--- src/include/vram_host_pkg.sv ---
/*
  package for the video dram cycle controller: apb register map, command
  codes, field positions and strobe timing counts.
  assumes a 100 mhz core clock.
*/
package vram_host_pkg;
  // ----------------------------------------------------------------
  // apb register map
  // ----------------------------------------------------------------
  localparam logic [7:0] CMD_OFFSET = 8'h00;
  localparam logic [7:0] ADDR_OFFSET = 8'h04;
  localparam logic [7:0] DATA_OFFSET = 8'h08;
  localparam logic [7:0] STATUS_OFFSET = 8'h0c;
  localparam logic [7:0] RDATA_OFFSET = 8'h10;
  localparam logic [7:0] SERIAL_OFFSET = 8'h14;
  // ----------------------------------------------------------------
  // command register fields
  // ----------------------------------------------------------------
  localparam int CMD_CODE_LSB = 0;
  localparam int CMD_GO_BIT = 31;
  localparam logic [31:0] CMD_RESET = 32'h0000_0000;
  // ----------------------------------------------------------------
  // cycle codes
  // ----------------------------------------------------------------
  typedef enum logic [3:0] {
    OP_COLUMN_FIRST_REFRESH = 4'h0,
    OP_ROW_ONLY_REFRESH = 4'h1,
    OP_READ = 4'h2,
    OP_WRITE = 4'h3,
    OP_MASKED_WRITE = 4'h4,
    OP_MASKED_FLASH_FILL = 4'h5,
    OP_COLUMN_FILL_WRITE = 4'h6,
    OP_MASKED_COLUMN_FILL = 4'h7,
    OP_LOAD_FILL_VALUE = 4'h8,
    OP_ARRAY_TO_BUFFER_COPY = 4'h9,
    OP_HALF_BUFFER_LOAD = 4'ha,
    OP_DIRECTION_FLIP_CYCLE = 4'hb,
    OP_MASKED_BUFFER_TO_ARRAY = 4'hc,
    OP_MASKED_HALF_TO_ARRAY = 4'hd,
    OP_SERIAL_STEP = 4'he
  } op_t;
  // ----------------------------------------------------------------
  // timing, ns and cycles
  // ----------------------------------------------------------------
  localparam int CLK_PERIOD_NS = 10;
  localparam int ROW_HOLD_NS = 20;
  localparam int COL_HOLD_NS = 30;
  localparam int STROBE_LOW_NS = 80;
  localparam int PRECHARGE_NS = 60;
  localparam int ROW_HOLD_CYC =
    (ROW_HOLD_NS + CLK_PERIOD_NS - 1) / CLK_PERIOD_NS;
  localparam int COL_HOLD_CYC =
    (COL_HOLD_NS + CLK_PERIOD_NS - 1) / CLK_PERIOD_NS;
  localparam int STROBE_LOW_CYC =
    (STROBE_LOW_NS + CLK_PERIOD_NS - 1) / CLK_PERIOD_NS;
  localparam int PRECHARGE_CYC =
    (PRECHARGE_NS + CLK_PERIOD_NS - 1) / CLK_PERIOD_NS;
  localparam int ADDR_BITS = 9;
  localparam int DATA_BITS = 8;
endpackage

--- src/verilog/vram_cycle_host.sv ---
/*
  apb-driven controller that runs strobe cycles of a dual-port video dram.
  assumes the device pins are wired straight to the strobe and data ports
  and that the testbench resolves the two-way pins from the enables.
*/
// The address map and register access over APB were chosen for this implementation.
`timescale 1ns/1ns
module vram_cycle_host
  import vram_host_pkg::*;
#(
  parameter int AW = ADDR_BITS,
  parameter int DW = DATA_BITS
) (
  input wire logic core_clk,
  input wire logic reset,
  input wire logic psel,
  input wire logic penable,
  input wire logic pwrite,
  input wire logic [7:0] paddr,
  input wire logic [31:0] pwdata,
  output logic [31:0] prdata,
  output logic pready,
  output logic pslverr,
  output logic rowStrobe_n,
  output logic colStrobe_n,
  output logic [AW-1:0] address,
  output logic write_mode_select,
  output logic transfer_output_select,
  output logic special_function_select,
  output logic shift_output_gate,
  output logic shift_clock,
  input wire logic [DW-1:0] maskDataIn,
  output logic [DW-1:0] maskDataOut,
  output logic maskDataOe,
  input wire logic [DW-1:0] shiftDataIn,
  output logic [DW-1:0] shiftDataOut,
  output logic shiftDataOe,
  input wire logic half_indicator
);
  // ----------------------------------------------------------------
  // registers
  // ----------------------------------------------------------------
  typedef enum logic [5:0] {
    S_IDLE = 6'b000001, S_ROW = 6'b000010, S_ROWHOLD = 6'b000100,
    S_COL = 6'b001000, S_HOLD = 6'b010000, S_PRE = 6'b100000
  } state_t;
  state_t state;
  op_t op;
  logic busy;
  logic [AW-1:0] rowAddr, colAddr;
  logic [DW-1:0] wrData, maskBits, readData;
  logic serialGate, serialWrite, serialInput;
  logic [DW-1:0] serialData, serialRead;
  logic [7:0] count;
  logic shiftStart, shiftIdle;
  logic wrAcc, rdAcc;

  assign pready = 1'b1;
  assign pslverr = 1'b0;
  assign wrAcc = psel && penable && pwrite;
  assign rdAcc = psel && penable && !pwrite;
  assign shiftStart = wrAcc && paddr == CMD_OFFSET && pwdata[CMD_GO_BIT]
    && !busy && op_t'(pwdata[CMD_CODE_LSB +: 4]) == OP_SERIAL_STEP;

  function automatic logic isTransfer(input op_t o);
    isTransfer = o inside {OP_ARRAY_TO_BUFFER_COPY, OP_HALF_BUFFER_LOAD,
      OP_DIRECTION_FLIP_CYCLE, OP_MASKED_BUFFER_TO_ARRAY,
      OP_MASKED_HALF_TO_ARRAY};
  endfunction
  function automatic logic hasColumn(input op_t o);
    hasColumn = !(o inside {OP_COLUMN_FIRST_REFRESH, OP_ROW_ONLY_REFRESH,
      OP_MASKED_FLASH_FILL, OP_LOAD_FILL_VALUE});
  endfunction

  // ----------------------------------------------------------------
  // apb writes
  // ----------------------------------------------------------------
  always_ff @(posedge core_clk or posedge reset) begin
    if (reset) begin
      op <= op_t'(CMD_RESET[3:0]);
      rowAddr <= '0;
      colAddr <= '0;
      wrData <= '0;
      maskBits <= '0;
      serialGate <= 1'b0;
      serialWrite <= 1'b0;
      serialData <= '0;
    end else if (wrAcc) begin
      case (paddr)
        CMD_OFFSET: begin
          if (!busy) begin
            op <= op_t'(pwdata[CMD_CODE_LSB +: 4]);
          end
        end
        ADDR_OFFSET: begin
          rowAddr <= pwdata[AW-1:0];
          colAddr <= pwdata[16 +: AW];
        end
        DATA_OFFSET: begin
          wrData <= pwdata[DW-1:0];
          maskBits <= pwdata[8 +: DW];
        end
        SERIAL_OFFSET: begin
          serialGate <= pwdata[8];
          serialWrite <= pwdata[9];
          serialData <= pwdata[DW-1:0];
        end
        default: begin
        end
      endcase
    end
  end

  // ----------------------------------------------------------------
  // apb reads
  // ----------------------------------------------------------------
  always_comb begin
    case (paddr)
      CMD_OFFSET: prdata = {28'h0, op};
      ADDR_OFFSET: prdata = {7'h0, colAddr, 7'h0, rowAddr};
      DATA_OFFSET: prdata = {16'h0, maskBits, wrData};
      STATUS_OFFSET: prdata = {28'h0, serialInput, half_indicator,
        !shiftIdle, busy};
      RDATA_OFFSET: prdata = {24'h0, readData};
      SERIAL_OFFSET: prdata = {22'h0, serialWrite, serialGate, serialRead};
      default: prdata = 32'h0;
    endcase
  end

  // ----------------------------------------------------------------
  // strobe sequencer
  // ----------------------------------------------------------------
  always_ff @(posedge core_clk or posedge reset) begin
    if (reset) begin
      state <= S_IDLE;
      busy <= 1'b0;
      count <= 8'h0;
    end else begin
      case (state)
        S_IDLE: begin
          if (wrAcc && paddr == CMD_OFFSET && pwdata[CMD_GO_BIT]
              && op_t'(pwdata[CMD_CODE_LSB +: 4]) != OP_SERIAL_STEP
              && shiftIdle) begin
            state <= S_ROW;
            busy <= 1'b1;
          end
        end
        S_ROW: begin
          state <= S_ROWHOLD;
          count <= 8'(ROW_HOLD_CYC + 1); // first hold edge is the fall
        end
        S_ROWHOLD: begin
          if (count > 8'h1) begin
            count <= count - 8'h1;
          end else if (hasColumn(op)) begin
            state <= S_COL;
          end else begin
            state <= S_HOLD;
            count <= 8'(STROBE_LOW_CYC);
          end
        end
        S_COL: begin
          state <= S_HOLD;
          count <= 8'(STROBE_LOW_CYC);
        end
        S_HOLD: begin
          if (count > 8'h1) begin
            count <= count - 8'h1;
          end else begin
            state <= S_PRE;
            count <= 8'(PRECHARGE_CYC);
          end
        end
        S_PRE: begin
          if (count > 8'h1) begin
            count <= count - 8'h1;
          end else begin
            state <= S_IDLE;
            busy <= 1'b0;
          end
        end
        default: state <= S_IDLE;
      endcase
    end
  end

  // ----------------------------------------------------------------
  // pin drive; control set up one cycle before the row fall
  // ----------------------------------------------------------------
  always_ff @(posedge core_clk or posedge reset) begin
    if (reset) begin
      rowStrobe_n <= 1'b1;
      colStrobe_n <= 1'b1;
      address <= '0;
      write_mode_select <= 1'b1;
      transfer_output_select <= 1'b1;
      special_function_select <= 1'b0;
      maskDataOut <= '0;
      maskDataOe <= 1'b0;
    end else begin
      case (state)
        S_IDLE: begin
          rowStrobe_n <= 1'b1;
          colStrobe_n <= 1'b1;
          maskDataOe <= 1'b0;
          write_mode_select <= 1'b1;
          transfer_output_select <= 1'b1;
          special_function_select <= 1'b0;
        end
        S_ROW: begin
          address <= rowAddr;
          colStrobe_n <= !(op == OP_COLUMN_FIRST_REFRESH);
          transfer_output_select <= !isTransfer(op);
          write_mode_select <= !(op inside {OP_MASKED_WRITE,
            OP_MASKED_FLASH_FILL, OP_MASKED_COLUMN_FILL,
            OP_DIRECTION_FLIP_CYCLE, OP_MASKED_BUFFER_TO_ARRAY,
            OP_MASKED_HALF_TO_ARRAY});
          special_function_select <= op inside {OP_MASKED_FLASH_FILL,
            OP_LOAD_FILL_VALUE, OP_HALF_BUFFER_LOAD,
            OP_MASKED_HALF_TO_ARRAY};
          maskDataOut <= (op == OP_LOAD_FILL_VALUE) ? wrData : maskBits;
          maskDataOe <= op != OP_COLUMN_FIRST_REFRESH
            && op != OP_ROW_ONLY_REFRESH && op != OP_READ;
        end
        S_ROWHOLD: begin
          rowStrobe_n <= 1'b0;
          if (count == 8'h1 && hasColumn(op)) begin
            address <= colAddr;
            special_function_select <= op inside {OP_COLUMN_FILL_WRITE,
              OP_MASKED_COLUMN_FILL};
            maskDataOut <= wrData;
            maskDataOe <= op != OP_READ && !isTransfer(op);
            write_mode_select <= (op == OP_READ) ? 1'b1 : 1'b0;
          end
        end
        S_COL: begin
          colStrobe_n <= 1'b0;
        end
        S_HOLD: begin
          if (count == 8'h1) begin
            rowStrobe_n <= 1'b1;
            colStrobe_n <= 1'b1;
            maskDataOe <= 1'b0;
          end
        end
        S_PRE: begin
          rowStrobe_n <= 1'b1;
          colStrobe_n <= 1'b1;
        end
        default: begin
          rowStrobe_n <= 1'b1;
        end
      endcase
    end
  end

  // ----------------------------------------------------------------
  // gate held over the row fall picks flip or masked buffer write
  // ----------------------------------------------------------------
  always_ff @(posedge core_clk or posedge reset) begin
    if (reset) begin
      shift_output_gate <= 1'b0;
    end else if (state == S_ROW) begin
      shift_output_gate <= (op == OP_DIRECTION_FLIP_CYCLE) ? 1'b1
        : (op == OP_MASKED_BUFFER_TO_ARRAY) ? 1'b0 : serialGate;
    end else if (state == S_IDLE) begin
      shift_output_gate <= serialGate;
    end
  end

  // ----------------------------------------------------------------
  // read capture late in the strobe low time
  // ----------------------------------------------------------------
  always_ff @(posedge core_clk or posedge reset) begin
    if (reset) begin
      readData <= '0;
    end else if (state == S_HOLD && count == 8'h1 && op == OP_READ) begin
      readData <= maskDataIn;
    end
  end

  // ----------------------------------------------------------------
  // serial direction mirrors the device after each transfer
  // ----------------------------------------------------------------
  always_ff @(posedge core_clk or posedge reset) begin
    if (reset) begin
      serialInput <= 1'b0;
    end else if (state == S_ROW) begin
      if (op inside {OP_ARRAY_TO_BUFFER_COPY, OP_HALF_BUFFER_LOAD}) begin
        serialInput <= 1'b0;
      end else if (op inside {OP_DIRECTION_FLIP_CYCLE,
          OP_MASKED_BUFFER_TO_ARRAY}) begin
        serialInput <= 1'b1;
      end
    end
  end

  always_ff @(posedge core_clk or posedge reset) begin
    if (reset) begin
      shiftDataOut <= '0;
      shiftDataOe <= 1'b0;
      serialRead <= '0;
    end else begin
      shiftDataOut <= serialData;
      shiftDataOe <= serialInput && serialWrite && !busy;
      if (shiftStart && !serialInput) begin
        serialRead <= shiftDataIn;
      end
    end
  end

  shift_clock_gen u_shift (
    .core_clk(core_clk),
    .reset(reset),
    .start(shiftStart),
    .shiftClock(shift_clock),
    .idle(shiftIdle)
  );
endmodule

--- src/verilog/shift_clock_gen.sv ---
/*
  shift clock generator: one high-low pulse of the serial clock per request.
  assumes requests only while idle is high.
*/
`timescale 1ns/1ns
module shift_clock_gen
  import vram_host_pkg::*;
(
  input wire logic core_clk,
  input wire logic reset,
  input wire logic start,
  output logic shiftClock,
  output logic idle
);
  // ----------------------------------------------------------------
  // four-phase pulse
  // ----------------------------------------------------------------
  logic [1:0] phase;
  always_ff @(posedge core_clk or posedge reset) begin
    if (reset) begin
      phase <= 2'h0;
    end else if (phase == 2'h0) begin
      if (start) begin
        phase <= 2'h1;
      end
    end else begin
      phase <= phase + 2'h1;
    end
  end
  always_ff @(posedge core_clk or posedge reset) begin
    if (reset) begin
      shiftClock <= 1'b0;
    end else begin
      shiftClock <= phase == 2'h0 && start; // one high cycle, three low
    end
  end
  assign idle = (phase == 2'h0);
endmodule

--- config.mk ---
export PLATFORM = sky130hd
export DESIGN_NAME = vram_cycle_host
export DESIGN_NICKNAME = d
export VERILOG_FILES = /design/src/include/vram_host_pkg.sv /design/src/verilog/vram_cycle_host.sv /design/src/verilog/shift_clock_gen.sv
export SDC_FILE = /design/constraint.sdc
export NUM_CORES = 1
export LEC_CHECK = 0
export ABC_AREA = 1
export BUFFER_PORTS_ARGS = -buffer_cell sky130_fd_sc_hd__buf_2
export CAP_MARGIN = 20
export CORE_ASPECT_RATIO = 0.6
export CORE_UTILIZATION = 35
export CTS_CLUSTER_DIAMETER = 120
export DETAILED_ROUTE_END_ITERATION = 10
export SKIP_LAST_GASP = 1
export SYNTH_ARGS = -nofsm -noshare
export SYNTH_HDL_FRONTEND = slang
export SYNTH_SLANG_ARGS = --single-unit
--- constraint.sdc ---
create_clock -name core_clk -period 3.2 [get_ports core_clk]
set_input_delay 0.16 -clock core_clk [delete_from_list [all_inputs] [get_ports core_clk]]
set_output_delay 0.16 -clock core_clk [all_outputs]
set_load 0.05 [all_outputs]
== After elaboration in Yosys (flattened, before gate mapping) ==
Index checks and enable logic that the tools add are counted.

* Bitwise operators: 2
* $lt $le $gt $ge: 1
* Multiplexer cells: 40
* Eq/ne operators: 37
* Add/sub/neg operators: 2
* Reduce and logical (&&, ||, !) cells: 59

{| class="wikitable"
|+ Operators with widths
! cell !! count
|-
| 25-bit case mux with 6 select lines || 1
|-
| 8-bit two-way mux || 6
|-
| 8-bit case mux with 5 select lines || 1
|-
| 6-bit case mux with 6 select lines || 1
|-
| 4-bit equality test, second input constant || 7
|-
| 6-bit two-way mux || 4
|-
| 4-bit nonzero test || 5
|-
| 1-bit logical AND || 18
|-
| 9-bit case mux with 2 select lines || 1
|-
| 4-bit by 3-bit equality test with 1-bit output, second input constant || 4
|-
| 8-bit by 4-bit equality test with 1-bit output, second input constant || 2
|-
| 8-bit by 5-bit equality test with 1-bit output, second input constant || 2
|-
| 2-bit != test, second input constant || 8
|-
| 8-bit case mux with 2 select lines || 1
|-
| 2-bit AND reduction || 8
|-
| 1-bit two-way mux || 14
|-
| 2-bit nonzero test || 7
|-
| 3-bit AND reduction || 4
|-
| 5-bit nonzero test || 2
|-
| 9-bit two-way mux || 1
|-
| 1-bit case mux with 3 select lines || 3
|-
| 8-bit by 1-bit equality test with 1-bit output, second input constant || 1
|-
| 8-bit by 3-bit equality test with 1-bit output, second input constant || 1
|-
| 8-bit by 1-bit greater-than comparator with 1-bit output, second input constant || 1
|-
| other kinds (27) || 38
|}

* Bits of input ports: 62
* Register bits: 116

== Depth between registers and ports, before layout ==
* Word-level depth: 8
* Mapped depth: 12

== Modules after synthesis ==
A second synthesis with hierarchy kept.

* Cell total of the unflattened synthesis: 733
* Area total of the unflattened synthesis: 5972.0 um^2

{| class="wikitable"
|+ By module, submodules not included
! module !! times used !! cells an instance !! area an instance (um^2) !! seq. area each (um^2)
|-
| vram_cycle_host || 1 || 715 || 5821.8 || 2834.0
|-
| shift_clock_gen || 1 || 18 || 150.1 || 75.1
|}

== Least setup slack after synthesis ==
OpenSTA, ideal clock, no wires.

* Path type: input to output
* Start point: in paddr[7]
* End point: out prdata[8]
* Stages: 5
* Arrival time: 1.567 ns
* Required time: 3.040 ns
* Slack: 1.473 ns
* Cell sequence: nor2_1 -> nand3_2 -> inv_2 -> nand4_2 -> o211ai_1

* Longest elaborated chain between the ends: 2
* Elaborated cells between the ends (all ways): 7
* Those cells by class: eq/ne (5); mux (1); reduce/logical (1)

{| class="wikitable"
|+ RTL lines
! what !! line !! text
|-
| start, declared || vram_cycle_host.sv:19 || <nowiki>input wire logic [7:0] paddr,</nowiki>
|-
| 8-bit by 5-bit equality test with 1-bit output (tied with other cells) || vram_cycle_host.sv:118 || <nowiki>case (paddr)</nowiki>
|-
| 25-bit case mux with 6 select lines * || vram_cycle_host.sv:118 ||
|-
| end, declared || vram_cycle_host.sv:21 || <nowiki>output logic [31:0] prdata,</nowiki>
|}

Every way passes the cells marked *; elsewhere a longest branch is shown, timed or not.

== Final worst setup path ==
* Start point: reg state[0]
* End point: reg maskDataOut[3]

* Longest elaborated chain between the ends: 3
* Elaborated cells between the ends (all ways): 6
* Those cells by class: eq/ne (3); mux (1); reduce/logical (2)

{| class="wikitable"
|+ RTL lines
! what !! line !! text
|-
| start, declared || vram_cycle_host.sv:47 || <nowiki>state_t state;</nowiki>
|-
| start signal, assigned || vram_cycle_host.sv:135 || <nowiki>state <= S_IDLE;</nowiki>
|-
| start signal, assigned || vram_cycle_host.sv:144 || <nowiki>state <= S_ROW;</nowiki>
|-
| start signal, assigned || vram_cycle_host.sv:149 || <nowiki>state <= S_ROWHOLD;</nowiki>
|-
| 6-bit by 3-bit equality test with 1-bit output or 6-bit by 2-bit equality test with 1-bit output (tied branches) || vram_cycle_host.sv:201 || <nowiki>case (state)</nowiki>
|-
| 2-bit != test (no source line) or 2-bit nonzero test (tied branches) || - ||
|-
| 2-bit AND reduction (no source line) || - ||
|-
| end signal, assigned || vram_cycle_host.sv:221 || <nowiki>maskDataOut <= (op == OP_LOAD_FILL_VALUE) ? wrData : maskBits;</nowiki>
|-
| end signal, assigned || vram_cycle_host.sv:231 || <nowiki>maskDataOut <= wrData;</nowiki>
|-
| end, declared || vram_cycle_host.sv:33 || <nowiki>output logic [DW-1:0] maskDataOut,</nowiki>
|}

Parallel ways exist; a longest one is shown, timed or not.
A chain may end at the register's enable or synchronous reset.

==> impl_metrics.json <==
{
  "status": "completed",
  "drtPass1Iterations": 5,
  "yosysWarnings": 0,
  "fillers": 1668,
  "synth_edf_count": 0,
  "routed_wl_um": 16400,
  "critPathKind": "register to register",
  "place_area_um2": 6680,
  "whs_path_depth": 3,
  "rsz0062_at_grt": "false",
  "cp.arrival_ns": 2.32,
  "portBuffers": 114,
  "fin_cells": 1097,
  "r2r.worst_path.cells": 7,
  "dp_cells": 1044,
  "htree_num_levels": 4,
  "worst_slew_pin_slew_ns": 0.653,
  "cts-root-buf": "clkbuf_16",
  "first_iter_violations": 316,
  "gp_congestion": 0.891,
  "hold_path.class": "input pin to register",
  "maxCapViolCount": 0,
  "hold_end": "readData[2]",
  "grt_pass1_wl_um": 25400,
  "worstPathMaxFanout": 33,
  "final_util_pct": 45.2,
  "synth_area_um2": 5990,
  "hpwl_um": 12100,
  "r2r-end": "maskDataOut[3]",
  "clk_path_buf_depth": 2,
  "area_growth_syn_to_layout_pct": 24.5,
  "synthCells": 722,
  "core_area_um2": 16500,
  "finalSetupTns_ns": 0,
  "ys_types": 42,
  "finalSetupViolCount": 0,
  "grt_max_degree": 117,
  "grt.total_usage_pct": 19.5,
  "startpoint": "state[0]",
  "clock_sinks": 116,
  "fp-row-count": 36,
  "finalClockSkew_ns": 0.00806,
  "r2r_setup_slack_ns": 1.16,
  "cts_buffers": 17,
  "vias_per_cell": 4.65,
  "period_minus_slack_ns": 2.04,
  "vias": 5106,
  "drive_gt1_share_pct": 26.4,
  "avgSynthCellArea_um2": 8.30,
  "slew_viol_final": 0,
  "multi_input_area_um2": 2570,
  "synth-seq-cells": 116,
  "fin_area_um2": 7460,
  "nets": 921,
  "slew_headroom_pct": 56.0,
  "antenna_found_initial": 0,
  "min_from": "maskDataIn[2]",
  "final_cell_mix": "nand2_1 (195), buf_2 (114), dfrtp_1 (111)",
  "fin_crit_sh_pct": 63.7,
  "drc": 0,
  "grt_pass1_vias": 4615,
  "start_util_pct": 36.3,
  "yosysSeqAreaShare_pct": 48.6,
  "powerDensity_nw_per_um2": 688,
  "crit_path_start_kind": "register",
  "die_h_um": 103,
  "power_mw": 5.13,
  "ant_nets": 0,
  "p_leak_nw": 3.91,
  "dieArea_um2": 17700,
  "antennaDiodeCount": 0,
  "max_freq_mhz": 490,
  "post_cts_buffers": 0,
  "final_common_cell": "nand2_1",
  "worst_ep_required_time_ns": 3.48,
  "wire_per_inst_um": 15.0,
  "ioPinCount": 130,
  "hold_violations": 0,
  "cts_tree": "yes",
  "r2r-start": "state[0]",
  "regArea_um2": 2910,
  "path_clk_slew_ns": 0.06,
  "gr-total-overflow": 0,
  "end_kind": "register",
  "synthFlopType": "dfrtp_1",
  "die_w_um": 171,
  "clock_latency_ns": 0.41,
  "synthArstFlopShare_pct": 100,
  "vdd_drop_max_v": 0.000313
}
## logic make-up (layout without fill, tap and decap cells)
family,after synthesis,after routing,synth area share (%)
other,2,9,0.125
flip-flops,116,116,48.6
XOR/XNOR,5,5,0.731
AND/OR/NAND/NOR,358,358,27.7
buffers and inverters,113,253,9.00
adder cells (fa/ha/maj),3,3,0.627
AO/OA/AOI/OAI,125,125,13.2
## flip-flops by register name, indices dropped and copies added, names as in the netlist, 8 cells and up
name and cells:
address 9, colAddr 9, rowAddr 9, count 8, maskBits 8, maskDataOut 8
readData 8, serialData 8, serialRead 8, shiftDataOut 8, wrData 8
## worst max-delay path: stages, from the launching register on
cell and delay [ns]:
dfstp_2 0.56, nor2_4 0.06, nand3_4 0.15, clkinv_2 0.36, nand3_4 0.25, nand2_4 0.26, nor2_1 0.21, a21oi_2 0.04
## power breakdown
part	internal, mW	total (mW)	leakage, nW	switching, mW
Combinational	0.410	1.51	2.22	1.10
Clock	1.09	1.82	0.269	0.729
Sequential	1.66	1.80	1.42	0.136
Total	3.17	5.13	3.91	1.96
## per-layer routing
layer / vias up / track usage (%) / share of wire, %
li1: 2560 / - / -
met1: 2367 / 30.7 / 55
met2: 166 / 26.0 / 38
met3: 13 / 4.03 / 6.6
met4: 0 / 6.18 / 0.88
met5: - / 0 / 0
## cell type report
cell class,count,area share (%)
flip-flops and latches,116,39.0
multi-input cells,500,34.4
repair buffers,136,10.7
clock buffers,18,5.89
inverters,85,4.43
well taps,228,3.82
clock inverters,14,1.71
## through the flow
stage	hold WS (ns)	worst slack (ns)
3_3_place_gp	0.356	1.19
3_5_place_dp	0.360	1.18
6_report	0.00187	1.16
5_1_grt	0.0194	1.03
2_1_floorplan	0.293	1.47
4_1_cts	0.0000711	1.17
## how the worst max path moves through the flow
stage                     slack, ns              to  depth (start not counted)
after floorplan                1.47       prdata[8]                          5
after global placement         1.19  maskDataOut[3]                          7
after detailed placement       1.18  maskDataOut[3]                          7
after CTS                      1.17  maskDataOut[3]                          7
after global routing           1.03      address[1]                          7
final                          1.16  maskDataOut[3]                          7
## timing repair
| item | 4_1_cts | 5_1_grt |
|---|---|---|
| hold endpoints to repair | 131 | 0 |
| hold buffers | 21 | 0 |
| resized for setup | 0 | 0 |
## cells in the mapped netlist (6+ instances only)
cell,n,share of area (%)
a21oi_1,21,1.8
a21oi_2,23,3.4
buf_2,8,0.67
buf_4,12,1.5
buf_6,7,1.3
dfrtp_1,111,46
inv_1,76,4.8
inv_2,6,0.38
nand2_1,195,12
nand3_1,39,3.3
nand4_1,9,0.94
nor2_1,75,4.7
nor2_2,8,0.84
nor2_4,7,1.3
o21a_1,7,0.88
o21ai_0,27,2.3
o21ai_1,29,2.4
o21ai_2,10,1.5
Power figures use the tool's default switching activity.
